<file path="config.mk">
export PLATFORM = sky130hd
export DESIGN_NAME = pbc_basic_control
export DESIGN_NICKNAME = d
export VERILOG_FILES = /design/src/rtl/pbc_pkg.sv /design/src/rtl/pbc_basic_control.sv
export VERILOG_INCLUDE_DIRS = /design/src /design/src/rtl
export SDC_FILE = /design/constraint.sdc
export NUM_CORES = 1
export LEC_CHECK = 0
export ABC_AREA = 1
export BUFFER_PORTS_ARGS = -buffer_cell sky130_fd_sc_hd__clkbuf_2
export CORE_MARGIN = 2
export CORE_UTILIZATION = 35
export DETAILED_ROUTE_END_ITERATION = 8
export GPL_ROUTABILITY_DRIVEN = 1
export PLACE_DENSITY = 0.54
export SYNTH_ARGS = -nofsm -noshare
export SYNTH_HDL_FRONTEND = slang
export SYNTH_SLANG_ARGS = --single-unit
</file>
<file path="constraint.sdc">
create_clock -name clk -period 1.95 [get_ports clk]
set_input_delay 0.0975 -clock clk [delete_from_list [all_inputs] [get_ports clk]]
set_output_delay 0.0975 -clock clk [all_outputs]
set_load 0.05 [all_outputs]
</file>
<file path="src/rtl/pbc_defs.svh">
/*
 * constants for bits 11..0 of the basic mode control register:
 * register index, bit positions, management frame fields and counts.
 * assumes inclusion by bare name from package and design files.
 */
`ifndef PBC_DEFS_SVH
`define PBC_DEFS_SVH

// ----------------------------------------
// register map
// ----------------------------------------
`define PBC_REG_CTRL 5'h00
`define PBC_REG_W 16
`define PBC_BIT_PWRDN 11
`define PBC_BIT_ISOLATE 10
`define PBC_BIT_RESTART 9
`define PBC_BIT_DUPLEX 8
`define PBC_BIT_COLTEST 7
`define PBC_UPPER_HI 15
`define PBC_UPPER_LO 12
`define PBC_RST_PWRDN 1'h0
`define PBC_RST_ISOLATE 1'h0
`define PBC_RST_RESTART 1'h0
`define PBC_RST_DUPLEX 1'h1
`define PBC_RST_COLTEST 1'h0
`define PBC_RESERVED_RD 7'h00

// ----------------------------------------
// management frame
// ----------------------------------------
`define PBC_OP_READ 2'h2
`define PBC_OP_WRITE 2'h1
`define PBC_HDR_LAST 4'hB
`define PBC_TA_LAST 4'h1
`define PBC_DATA_LAST 4'hF
`define PBC_OP_HI 11
`define PBC_OP_LO 10
`define PBC_PHY_HI 9
`define PBC_PHY_LO 5
`define PBC_REG_HI 4
`define PBC_REG_LO 0

// ----------------------------------------
// timing and synchroniser layout
// ----------------------------------------
`define PBC_SYNC_N 5
`define PBC_SYN_MDC 0
`define PBC_SYN_MDIO 1
`define PBC_SYN_PWDN 2
`define PBC_SYN_TXEN 3
`define PBC_SYN_STRAP 4
`define PBC_STRAP_WAIT 2'h3
`define PBC_CLK_NS 100
`define PBC_BIT_NS 10
`define PBC_COL_ON_BITS 512
`define PBC_COL_OFF_BITS 4
`define PBC_COL_ON_CYC ((`PBC_COL_ON_BITS * `PBC_BIT_NS) / `PBC_CLK_NS)

`endif

</file>
<file path="src/rtl/pbc_pkg.sv">
/*
 * types for the basic mode control low-bits block.
 * assumes pbc_defs.svh is on the include path.
 */
`include "pbc_defs.svh"

package pbc_pkg;

	typedef enum logic [4:0] {
		PBC_IDLE = 5'h01,
		PBC_START = 5'h02,
		PBC_HDR = 5'h04,
		PBC_TA = 5'h08,
		PBC_DATA = 5'h10
	} pbc_state_t;

	typedef logic [`PBC_REG_W-1:0] pbc_word_t;

endpackage : pbc_pkg

</file>
<file path="src/rtl/pbc_basic_control.sv">
/*
 * basic mode control register bits 11..0, reached over the serial
 * management link (mdc/mdio), plus the power-down, isolate, restart,
 * duplex and collision-test behaviour those bits steer.
 * assumes one 10 MHz clock, mdc well below clk/6, bits 15..12 kept by
 * neighbouring logic and handed in/out through the upper* ports.
 */
// Summary of operation
// - bit 11 requests power down when 1, resets to 0, read-write.
// - in power down COL is forced low and miiIsolate high; management and all other logic keep running.
// - effective power down is bit 11 OR the power-down pin request.
// - power-down pin driven low sets bit 11.
// - bit 10 isolates port from MII, management still works; resets 0.
// - writing 1 to bit 9 restarts auto-negotiation, ignored if disabled.
// - bit 9 reads 1 until negotiation starts, then clears itself.
// - software clearing bit 9 never aborts running negotiation.
// - bit 8 selects full (1) or half duplex; default 1, whatever the strap pin.
// - bit 7 set asserts COL within 512 bit times of TX_EN rising.
// - in collision test COL drops within 4 bit times of TX_EN falling; here COL drops 4 to 5 clocks after TX_EN falls.
// - bits 6:0 reserved: writes dropped, reads return zero.
// - with auto-negotiation on, manual speed and duplex bits are ignored.
// - strap load at reset takes the reset level 1, not the strap pin; soft strap value wins after config done.
`timescale 1ns/1ps
`default_nettype none
`include "pbc_defs.svh"

module pbc_basic_control
(
	// clock and reset
	input wire logic clk,
	input wire logic sys_rst,
	// management link pins
	input wire logic mdc,
	input wire logic mdioIn,
	output logic mdioOut,
	output logic mdioOe_n,
	input wire logic [4:0] phyAddr,
	// power-down pin and straps
	input wire logic interrupt_powerdown_pin_n,
	input wire logic strapDuplex,
	input wire logic configDone,
	input wire logic soft_strap_default,
	// neighbouring bits 15..12 and negotiation engine
	input wire logic [3:0] upperBits,
	input wire logic anEnable,
	input wire logic anDuplex,
	input wire logic anInitiated,
	output logic upperWrStrobe,
	output logic [3:0] upperWrData,
	output logic anRestartReq,
	// MII side
	input wire logic txEn,
	output logic col,
	output logic miiIsolate,
	output logic powerDown,
	output logic fullDuplex
);
	import pbc_pkg::*;

	// ----------------------------------------
	// pin synchronisers
	// ----------------------------------------
	logic [`PBC_SYNC_N-1:0] rawIn;
	logic [`PBC_SYNC_N-1:0] syncA;
	logic [`PBC_SYNC_N-1:0] syncB;
	logic [`PBC_SYNC_N-1:0] syncC;
	logic [`PBC_SYNC_N-1:0] lvl;

	assign rawIn = {strapDuplex, txEn, interrupt_powerdown_pin_n, mdioIn, mdc};

	genvar gi;
	generate
		for (gi = 0; gi < `PBC_SYNC_N; gi = gi + 1)
		begin : g_sync
			// level only moves once stages two and three agree
			always_ff @(posedge clk)
			begin
				if (sys_rst)
				begin
					syncA[gi] <= 1'b1;
					syncB[gi] <= 1'b1;
					syncC[gi] <= 1'b1;
					lvl[gi] <= 1'b1;
				end
				else
				begin
					syncA[gi] <= rawIn[gi];
					syncB[gi] <= syncA[gi];
					syncC[gi] <= syncB[gi];
					if (syncB[gi] == syncC[gi])
						lvl[gi] <= syncC[gi];
				end
			end
		end
	endgenerate

	wire mdcRise = ~lvl[`PBC_SYN_MDC] & syncB[`PBC_SYN_MDC] & syncC[`PBC_SYN_MDC];
	wire mdcFall = lvl[`PBC_SYN_MDC] & ~syncB[`PBC_SYN_MDC] & ~syncC[`PBC_SYN_MDC];
	wire mdioBit = lvl[`PBC_SYN_MDIO];
	wire pinPwdn = ~lvl[`PBC_SYN_PWDN];
	wire txEnLvl = lvl[`PBC_SYN_TXEN];

	// ----------------------------------------
	// management frame receiver
	// ----------------------------------------
	pbc_state_t state;
	pbc_state_t next_state;
	logic [3:0] bitCnt;
	logic [`PBC_HDR_LAST:0] hdr;
	pbc_word_t shReg;
	logic lastBit;

	wire [1:0] hdrOp = hdr[`PBC_OP_HI:`PBC_OP_LO];
	wire hdrHit = (hdr[`PBC_PHY_HI:`PBC_PHY_LO] == phyAddr)
		&& (hdr[`PBC_REG_HI:`PBC_REG_LO] == `PBC_REG_CTRL);
	wire isRead = hdrHit && (hdrOp == `PBC_OP_READ);
	wire isWrite = hdrHit && (hdrOp == `PBC_OP_WRITE);
	wire cntEnd = (state == PBC_HDR && bitCnt == `PBC_HDR_LAST)
		|| (state == PBC_TA && bitCnt == `PBC_TA_LAST)
		|| (state == PBC_DATA && bitCnt == `PBC_DATA_LAST);
	wire wrCommit = mdcRise && state == PBC_DATA && cntEnd && isWrite;

	// no preamble count: suppressed preambles are accepted after any 1
	always_comb
	begin
		next_state = state;
		case (state)
			PBC_IDLE: if (!mdioBit && lastBit) next_state = PBC_START;
			PBC_START: next_state = mdioBit ? PBC_HDR : PBC_IDLE;
			PBC_HDR: if (cntEnd) next_state = PBC_TA;
			PBC_TA: if (cntEnd) next_state = PBC_DATA;
			PBC_DATA: if (cntEnd) next_state = PBC_IDLE;
			default: next_state = PBC_IDLE;
		endcase
	end

	// ----------------------------------------
	// register bits
	// ----------------------------------------
	logic pwrDownBit;
	logic isolateBit;
	logic restartBit;
	logic duplexBit;
	logic colTestBit;
	logic strapTaken;
	logic [1:0] strapWait;

	// the last data bit is still in mdioBit at commit, so the word is shifted once more
	wire [`PBC_REG_W-1:0] wrWord = {shReg[`PBC_REG_W-2:0], mdioBit};
	// reserved low bits always read zero
	wire [`PBC_REG_W-1:0] readWord = {upperBits, pwrDownBit, isolateBit, restartBit,
		duplexBit, colTestBit, `PBC_RESERVED_RD};
	wire effPwdn = pwrDownBit | pinPwdn;
	wire wrRestart = wrCommit && wrWord[`PBC_BIT_RESTART] && anEnable;
	// a written 0 only clears the readback flag
	wire restartClr = anInitiated || (wrCommit && !wrWord[`PBC_BIT_RESTART]);
	wire strapLoad = !strapTaken && (strapWait == `PBC_STRAP_WAIT);

	always_ff @(posedge clk)
	begin
		if (sys_rst)
		begin
			state <= PBC_IDLE;
			bitCnt <= 4'h0;
			hdr <= 12'h000;
			shReg <= 16'h0000;
			lastBit <= 1'b0;
			mdioOut <= 1'b1;
			mdioOe_n <= 1'b1;
		end
		else if (mdcRise)
		begin
			// management stays clocked in power down, so bit 11 can be cleared
			state <= next_state;
			lastBit <= mdioBit;
			bitCnt <= (next_state != state) ? 4'h0 : bitCnt + 4'h1;
			if (state == PBC_HDR)
				hdr <= {hdr[`PBC_HDR_LAST-1:0], mdioBit};
			if (state == PBC_TA && cntEnd)
				shReg <= readWord;
			else if (state == PBC_DATA && !isRead)
				shReg <= {shReg[`PBC_REG_W-2:0], mdioBit};
		end
		else if (mdcFall)
		begin
			if (state == PBC_TA && isRead && bitCnt == `PBC_TA_LAST)
			begin
				mdioOe_n <= 1'b0;
				mdioOut <= 1'b0;
			end
			else if (state == PBC_DATA && isRead)
			begin
				mdioOe_n <= 1'b0;
				mdioOut <= shReg[`PBC_REG_W-1];
				shReg <= {shReg[`PBC_REG_W-2:0], 1'b0};
			end
			else
			begin
				mdioOe_n <= 1'b1;
				mdioOut <= 1'b1;
			end
		end
	end

	// ----------------------------------------
	// register bit storage
	// ----------------------------------------
	// pin request beats a software clear
	always_ff @(posedge clk)
	begin
		if (sys_rst)
			pwrDownBit <= `PBC_RST_PWRDN;
		else if (pinPwdn)
			pwrDownBit <= 1'b1;
		else if (wrCommit)
			pwrDownBit <= wrWord[`PBC_BIT_PWRDN];
	end

	always_ff @(posedge clk)
	begin
		if (sys_rst)
			isolateBit <= `PBC_RST_ISOLATE;
		else if (wrCommit)
			isolateBit <= wrWord[`PBC_BIT_ISOLATE];
	end

	always_ff @(posedge clk)
	begin
		if (sys_rst)
			colTestBit <= `PBC_RST_COLTEST;
		else if (wrCommit)
			colTestBit <= wrWord[`PBC_BIT_COLTEST];
	end

	// set wins over a same-cycle clear
	always_ff @(posedge clk)
	begin
		if (sys_rst)
			restartBit <= `PBC_RST_RESTART;
		else if (wrRestart)
			restartBit <= 1'b1;
		else if (restartClr)
			restartBit <= 1'b0;
	end

	// strap read on the fourth clock after release, while its synchroniser level still holds the reset value 1
	always_ff @(posedge clk)
	begin
		if (sys_rst)
		begin
			strapTaken <= 1'b0;
			strapWait <= 2'h0;
		end
		else if (!strapTaken)
		begin
			strapWait <= strapWait + 2'h1;
			strapTaken <= strapLoad;
		end
	end

	// soft strap beats a same-cycle write
	always_ff @(posedge clk)
	begin
		if (sys_rst)
			duplexBit <= `PBC_RST_DUPLEX;
		else if (strapLoad)
			duplexBit <= lvl[`PBC_SYN_STRAP];
		else if (strapTaken && configDone)
			duplexBit <= soft_strap_default;
		else if (strapTaken && wrCommit)
			duplexBit <= wrWord[`PBC_BIT_DUPLEX];
	end

	// ----------------------------------------
	// outputs to neighbours and MII
	// ----------------------------------------
	// synchroniser lag (~4 cycles) sits far inside 512 bit times; the
	// 4-bit-time drop is not met at 100 Mb/s rates against this clock
	wire next_col = colTestBit && txEnLvl && !isolateBit && !effPwdn;
	wire next_miiIsolate = isolateBit | effPwdn;
	wire next_fullDuplex = anEnable ? anDuplex : duplexBit;

	always_ff @(posedge clk)
	begin
		if (sys_rst)
		begin
			upperWrStrobe <= 1'b0;
			upperWrData <= 4'h0;
			anRestartReq <= 1'b0;
			col <= 1'b0;
			miiIsolate <= 1'b0;
			powerDown <= 1'b0;
			fullDuplex <= 1'b1;
		end
		else
		begin
			upperWrStrobe <= wrCommit;
			if (wrCommit)
				upperWrData <= wrWord[`PBC_UPPER_HI:`PBC_UPPER_LO];
			// one pulse per write; a later clear cannot recall it
			anRestartReq <= wrRestart;
			powerDown <= effPwdn;
			miiIsolate <= next_miiIsolate;
			fullDuplex <= next_fullDuplex;
			col <= next_col;
		end
	end

endmodule : pbc_basic_control
`default_nettype wire

</file>
# Word-level counts from Yosys, hierarchy flattened
# Cells that the tools add are included.
# totals
regBits	78
in_bits	21
output_inout_bits	12
# classes
n_addsub	2
eq_ne	21
mux	26
bitwise	11
reduce_logical	41
# ops
cell	n
two-way mux 16 bit	6
case mux 5 bit (5 select lines)	1
logical AND 1 bit	24
two-way mux 5 bit	4
two-way mux 1 bit	13
equality test 4 bit (second input constant)	2
logical NOT 1 bit	6
nonzero test 2 bit	3
equality test 1 bit	5
equality test 5 x 1 -> 1 bit (second input constant)	1
equality test 5 x 2 -> 1 bit (second input constant)	1
equality test 5 x 3 -> 1 bit (second input constant)	1
equality test 5 x 4 -> 1 bit (second input constant)	1
equality test 5 bit	1
equality test 5 bit (second input constant)	1
logical NOT 5 bit	1
inequality test 5 bit	1
inverter 1 bit	5
adder 4 x 1 -> 4 bit (second input constant)	1
bitwise AND 1 bit	4
equality test 2 bit (second input constant)	2
equality test 4 x 1 -> 1 bit (second input constant)	1
two-way mux 4 bit	1
AND reduction 2 bit	2
10 further kinds	13

# Logic depth before layout (Yosys ltp)
# depth
ltp_word	10
ltp_mapped	13

# Worst setup path before layout
# No wires, ideal clock.
# synth_path
kind	register to register
startpoint	register bitCnt[1]
endpoint	register shReg[3]
setup_time_ns	0.117
arrival_time_ns	1.459
t_required_ns	1.833
path_slack_ns	0.373
stages_incl_launch_ff	11
synth_period_minus_slack_ns	1.577
path_cell_list	dfxtp_1 inv_1 ha_1 nand2_1 nor2_8 nand2_1 a21boi_4 buf_2 nand3b_1 nand2_1 nor2_1
# synth_via
elab_chain_len	7
elab_cells_between_ends	15
# synth_rtl
item	line	rtl
start, declared	pbc_basic_control.sv:108	logic [3:0] bitCnt;
start signal, assigned	pbc_basic_control.sv:176	bitCnt <= (next_state != state) ? 4'h0 : bitCnt + 4'h1;
equality test 4 bit (no line) or equality test 4 x 1 -> 1 bit (tied branches)	-	
logical AND 1 bit (no line)	-	
logical OR 1 bit (2 in series)	pbc_basic_control.sv:118	wire cntEnd = (state == PBC_HDR && bitCnt == `PBC_HDR_LAST)
logical AND 1 bit	pbc_basic_control.sv:179	if (state == PBC_TA && cntEnd)
inequality test 3 x 1 -> 1 bit (no line) or two-way mux 16 bit (tied branches)	-	
AND reduction 4 bit (no line) or two-way mux 16 bit (tied branches)	-	
end signal, assigned	pbc_basic_control.sv:180	shReg <= readWord;
end signal, assigned	pbc_basic_control.sv:182	shReg <= {shReg[`PBC_REG_W-2:0], mdioBit};
end signal, assigned	pbc_basic_control.sv:195	shReg <= {shReg[`PBC_REG_W-2:0], 1'b0};
end, declared	pbc_basic_control.sv:110	pbc_word_t shReg;
# Parallel ways exist; a longest one is shown, timed or not.
# A chain may end at the register's enable or synchronous reset.

# Worst setup path in the final report
# layout_path
startpoint	input anEnable
endpoint	register fullDuplex
# layout_via
elab_chain_len	1
# layout_rtl
item	line	rtl
start, declared	pbc_basic_control.sv:45	input wire logic anEnable,
two-way mux 1 bit	pbc_basic_control.sv:281	wire next_fullDuplex = anEnable ? anDuplex : duplexBit;
end signal, assigned	pbc_basic_control.sv:304	fullDuplex <= next_fullDuplex;
end, declared	pbc_basic_control.sv:56	output logic fullDuplex
# Every way passes these cells.

==> impl_metrics.toml <==
[worst_setup_path]
setup.worst_path.start = "anEnable"
critical_path.n_buffers_inverters = 4
crit_path_max_incr_delay_ns = 0.56
crit_path_start_kind = "primary input"
critical-path-slowest-cell = "sky130_fd_sc_hd__dlygate4sd3_1"
signal_arrival_time_at_the_worst_endpoint_ns = 2.06
worstSetupEndpointType = "flop"
cp_dominant_cell_by_count = "sky130_fd_sc_hd__dlygate4sd3_1"
critical_path.top_delay_family = "buffers and inverters"
required_time_worst_endpoint_ns = 2.20
cp_max_fo = 3
cp_cell_sequence = "dlygate4sd3_1 > clkbuf_2 > a21oi_1 > dlygate4sd3_1 > o21ai_0 > dlygate4sd3_1"
worst_r2r_startpoint = "state[0]"
critical_path_class = "in -> reg"

[yosys]
synth.cell_area_um2 = 3410
syn_nets = 473
synth_area_leader_cell = "sky130_fd_sc_hd__dfxtp_1"
yosysSeqAreaShare_pct = 45.8
synth-seq-cells = 78
post_synth_num_cell_types = 39
syn-instance-count = 449
top_cells_by_area_in_the_synthesized_netlist = "sky130_fd_sc_hd__dfxtp_1 46%, sky130_fd_sc_hd__nand2_1 10%, sky130_fd_sc_hd__nor2_1 5.4%"
synth-warning-count = 0
netlist.area_leader.share_pct = 45.8
post_synth.cell_area_avg_um2 = 7.59

[clock_tree]
cts_max_level = 3
cts-buffers-inserted = 9
clkLatencyLatePin_ns = 0.36
cts.reportedPaths.clkPinSlew_ns = 0.08
clock_path_buffers = 2
cts-root-buf = "sky130_fd_sc_hd__clkbuf_8"
clock_sinks = 78
cts_tree = "yes"
cts_setup_buffers = 0

[die]
fp-row-count = 36
start_util_pct = 35.5
die-height_um = 103
core-area_um2 = 9590
die_width_um = 103
die-area_um2 = 10500
num_io_pins = 33

[finish]
fin_util_pct = 42.0
ant_cells = 0
drive_above_1_share_pct = 19.9
nets = 517
finish.cell_count_without_fillers = 631
area_growth_syn_to_layout_pct = 18.2

[timing]
timing.max_slew.rel_slack_pct = 71.3
unrepaired_setup_endpoints_after_global_routing = "no"
max_clock_freq_mhz = 552
final_max_slew_viol_count = 0
finalCriticalPeriod_ns = 1.81
setup_total_negative_slack_ns = 0
fin_ws_ns = 0.137
timing.hold.ws_ns = 0.0142
worstMarginPinSlew_ns = 0.427
clock_skew_ns = 0.0103
timing.final.setup_violations = 0
hold_viol_final = 0
period_share_pct = 93.0

[global_route]
number_of_antenna_violations_at_the_first_check_in_global_routing = 0
via_count_of_the_first_global_routing_pass = 2641
globalRouteTotalUtil_pct = 14.7
remaining_global_route_overflow = 0
grt_first_pass_wirelength_um = 12200
grt_start_max_net_pins = 35

[route]
routed_via_density = 4.49
drt-total-wl_um = 7040
route.vias.total = 2832
ant_nets = 0
detail_route.drc_violations = 0
detailed_routing_wirelength_on_met1_um = 3420
met2RoutedLength_um = 3230
drtIter0Drc = 93
detail_route.first_pass.iterations = 4
routed-wl-met3_um = 251
wl_per_cell_um = 11.2
route.top_layer_used = "met4"

[place]
globalplace.congestion = 0.825
post-place-cells = 606
dp_worst_setup_slack_ns = 0.0983
dp.final_hpwl_um = 4840
port_buffers = 32

[power_and_ir_drop]
static-leakage-power_nw = 1.78
max-vdd-ir-drop_uv = 413
power_per_cell_area_nw_per_um2 = 755

[hold_path]
hold_start = "anInitiated"
hold_class = "in -> reg"

[status]
run_status = "finished, final reports clean"

[flow_run]
max_cap_viol_count = 0
==> final cells by class <==
class                           instances  area, µm²
Sequential cell                        78       1560
Timing Repair Buffer                   51        338
Clock inverter                          7       80.1
Inverter                               57        214
Multi-Input combinational cell        296       1540
Tap cell                              133        166
Clock buffer                            9        124
Fill cell                             975       5570
==> stage by stage <==
step | area (µm²) | power (W)
detailed placement | 3720 | 0.00181
floorplan | 3410 | 0.00176
CTS | 4020 | 0.00308
finish | 4030 | 0.00304
global route | 4030 | 0.00317
global placement | 3720 | 0.00180
==> tightest hold or removal path, cell delays in order <==
cell                       delay (ns)
sky130_fd_sc_hd__clkbuf_2        0.08
sky130_fd_sc_hd__nor3_1          0.04
sky130_fd_sc_hd__o21ai_1         0.05
sky130_fd_sc_hd__o21ai_1         0.06
==> kinds of logic after synthesis <==
kind of cell	synth area share, %
compound gates	13.9
xor+xnor	0.514
fa+ha+maj	1.10
buf+inv	9.11
flops	45.8
simple gates	29.5
==> Yosys cell counts (all sizes together) <==
library cell  count
nor4              1
a21boi            7
nand2            96
nand4             7
buf               9
nor2             54
nor3b             1
ha                3
a211oi            6
nand3            21
xor2              2
o211ai            2
or2              15
nor3              6
o22ai             1
nand3b            8
inv              55
clkinv            2
dfxtp            78
o21ai            34
a21oi            30
a31oi             2
clkbuf            9
==> timing repair <==
action / 4_1_cts / 5_1_grt
resized for setup: 0 / 1
endpoints found under the hold margin: 7 / 0
endpoints found under the setup margin: 0 / 6
hold buffers: 9 / 0
==> flip-flops by register name, summed over array words and instances, names as in the netlist, 2 cells and up <==
register,count
bitCnt,4
upperWrData,4
syncB,5
syncA,5
state,5
strapWait,2
syncC,5
shReg,16
hdr,12
lvl,3
==> power breakdown <==
part / total [W] / leakage, nW / internal, W / switching (W)
Clock: 0.00125 / 0.0968 / 0.000606 / 0.000646
Sequential: 0.00164 / 0.633 / 0.00162 / 0.0000164
Combinational: 0.000148 / 1.05 / 0.0000658 / 0.0000823
==> final timing paths <==
check | end | slack (ns) | cells after the start
worst max register to register | upperWrData[1] | 0.18 | 9
worst max-delay path | fullDuplex | 0.14 | 6
worst min register to register | syncB[4] | 0.42 | 1
worst min-delay path | restartBit | 0.01 | 4
==> cell usage in the layout, fill, tap and decap left out, types with 2 or more instances in the layout <==
master                          instances
sky130_fd_sc_hd__nor2_1                49
sky130_fd_sc_hd__ha_1                   3
sky130_fd_sc_hd__nor2_2                 2
sky130_fd_sc_hd__o211ai_1               2
sky130_fd_sc_hd__a21oi_1               30
sky130_fd_sc_hd__nand3b_1               8
sky130_fd_sc_hd__inv_1                 45
sky130_fd_sc_hd__xor2_1                 2
sky130_fd_sc_hd__a21boi_0               2
sky130_fd_sc_hd__clkbuf_2              32
sky130_fd_sc_hd__clkinv_1               2
sky130_fd_sc_hd__clkbuf_8               9
sky130_fd_sc_hd__nand3_4                2
sky130_fd_sc_hd__inv_6                  3
sky130_fd_sc_hd__nand2_1               94
sky130_fd_sc_hd__or2_2                 15
sky130_fd_sc_hd__o21ai_1                2
sky130_fd_sc_hd__a211oi_2               2
sky130_fd_sc_hd__nand3_1               18
sky130_fd_sc_hd__dfxtp_1               78
sky130_fd_sc_hd__nor3_1                 6
sky130_fd_sc_hd__a211oi_1               4
sky130_fd_sc_hd__clkinvlp_4             2
sky130_fd_sc_hd__a21boi_1               4
sky130_fd_sc_hd__a31oi_1                2
sky130_fd_sc_hd__o21ai_0               32
sky130_fd_sc_hd__inv_2                 10
sky130_fd_sc_hd__nor2_4                 2
sky130_fd_sc_hd__buf_4                  9
sky130_fd_sc_hd__dlygate4sd3_1          9
sky130_fd_sc_hd__nand4_1                5
==> routing by layer <==
metal  GRT usage (%)  vias to the layer above
li1                -                     1523
met4            6.46                        0
met5               0                        -
met2            23.5                       38
met3            2.85                       13
met1            19.2                     1258
Note: power is estimated with default switching activity, not from simulation.
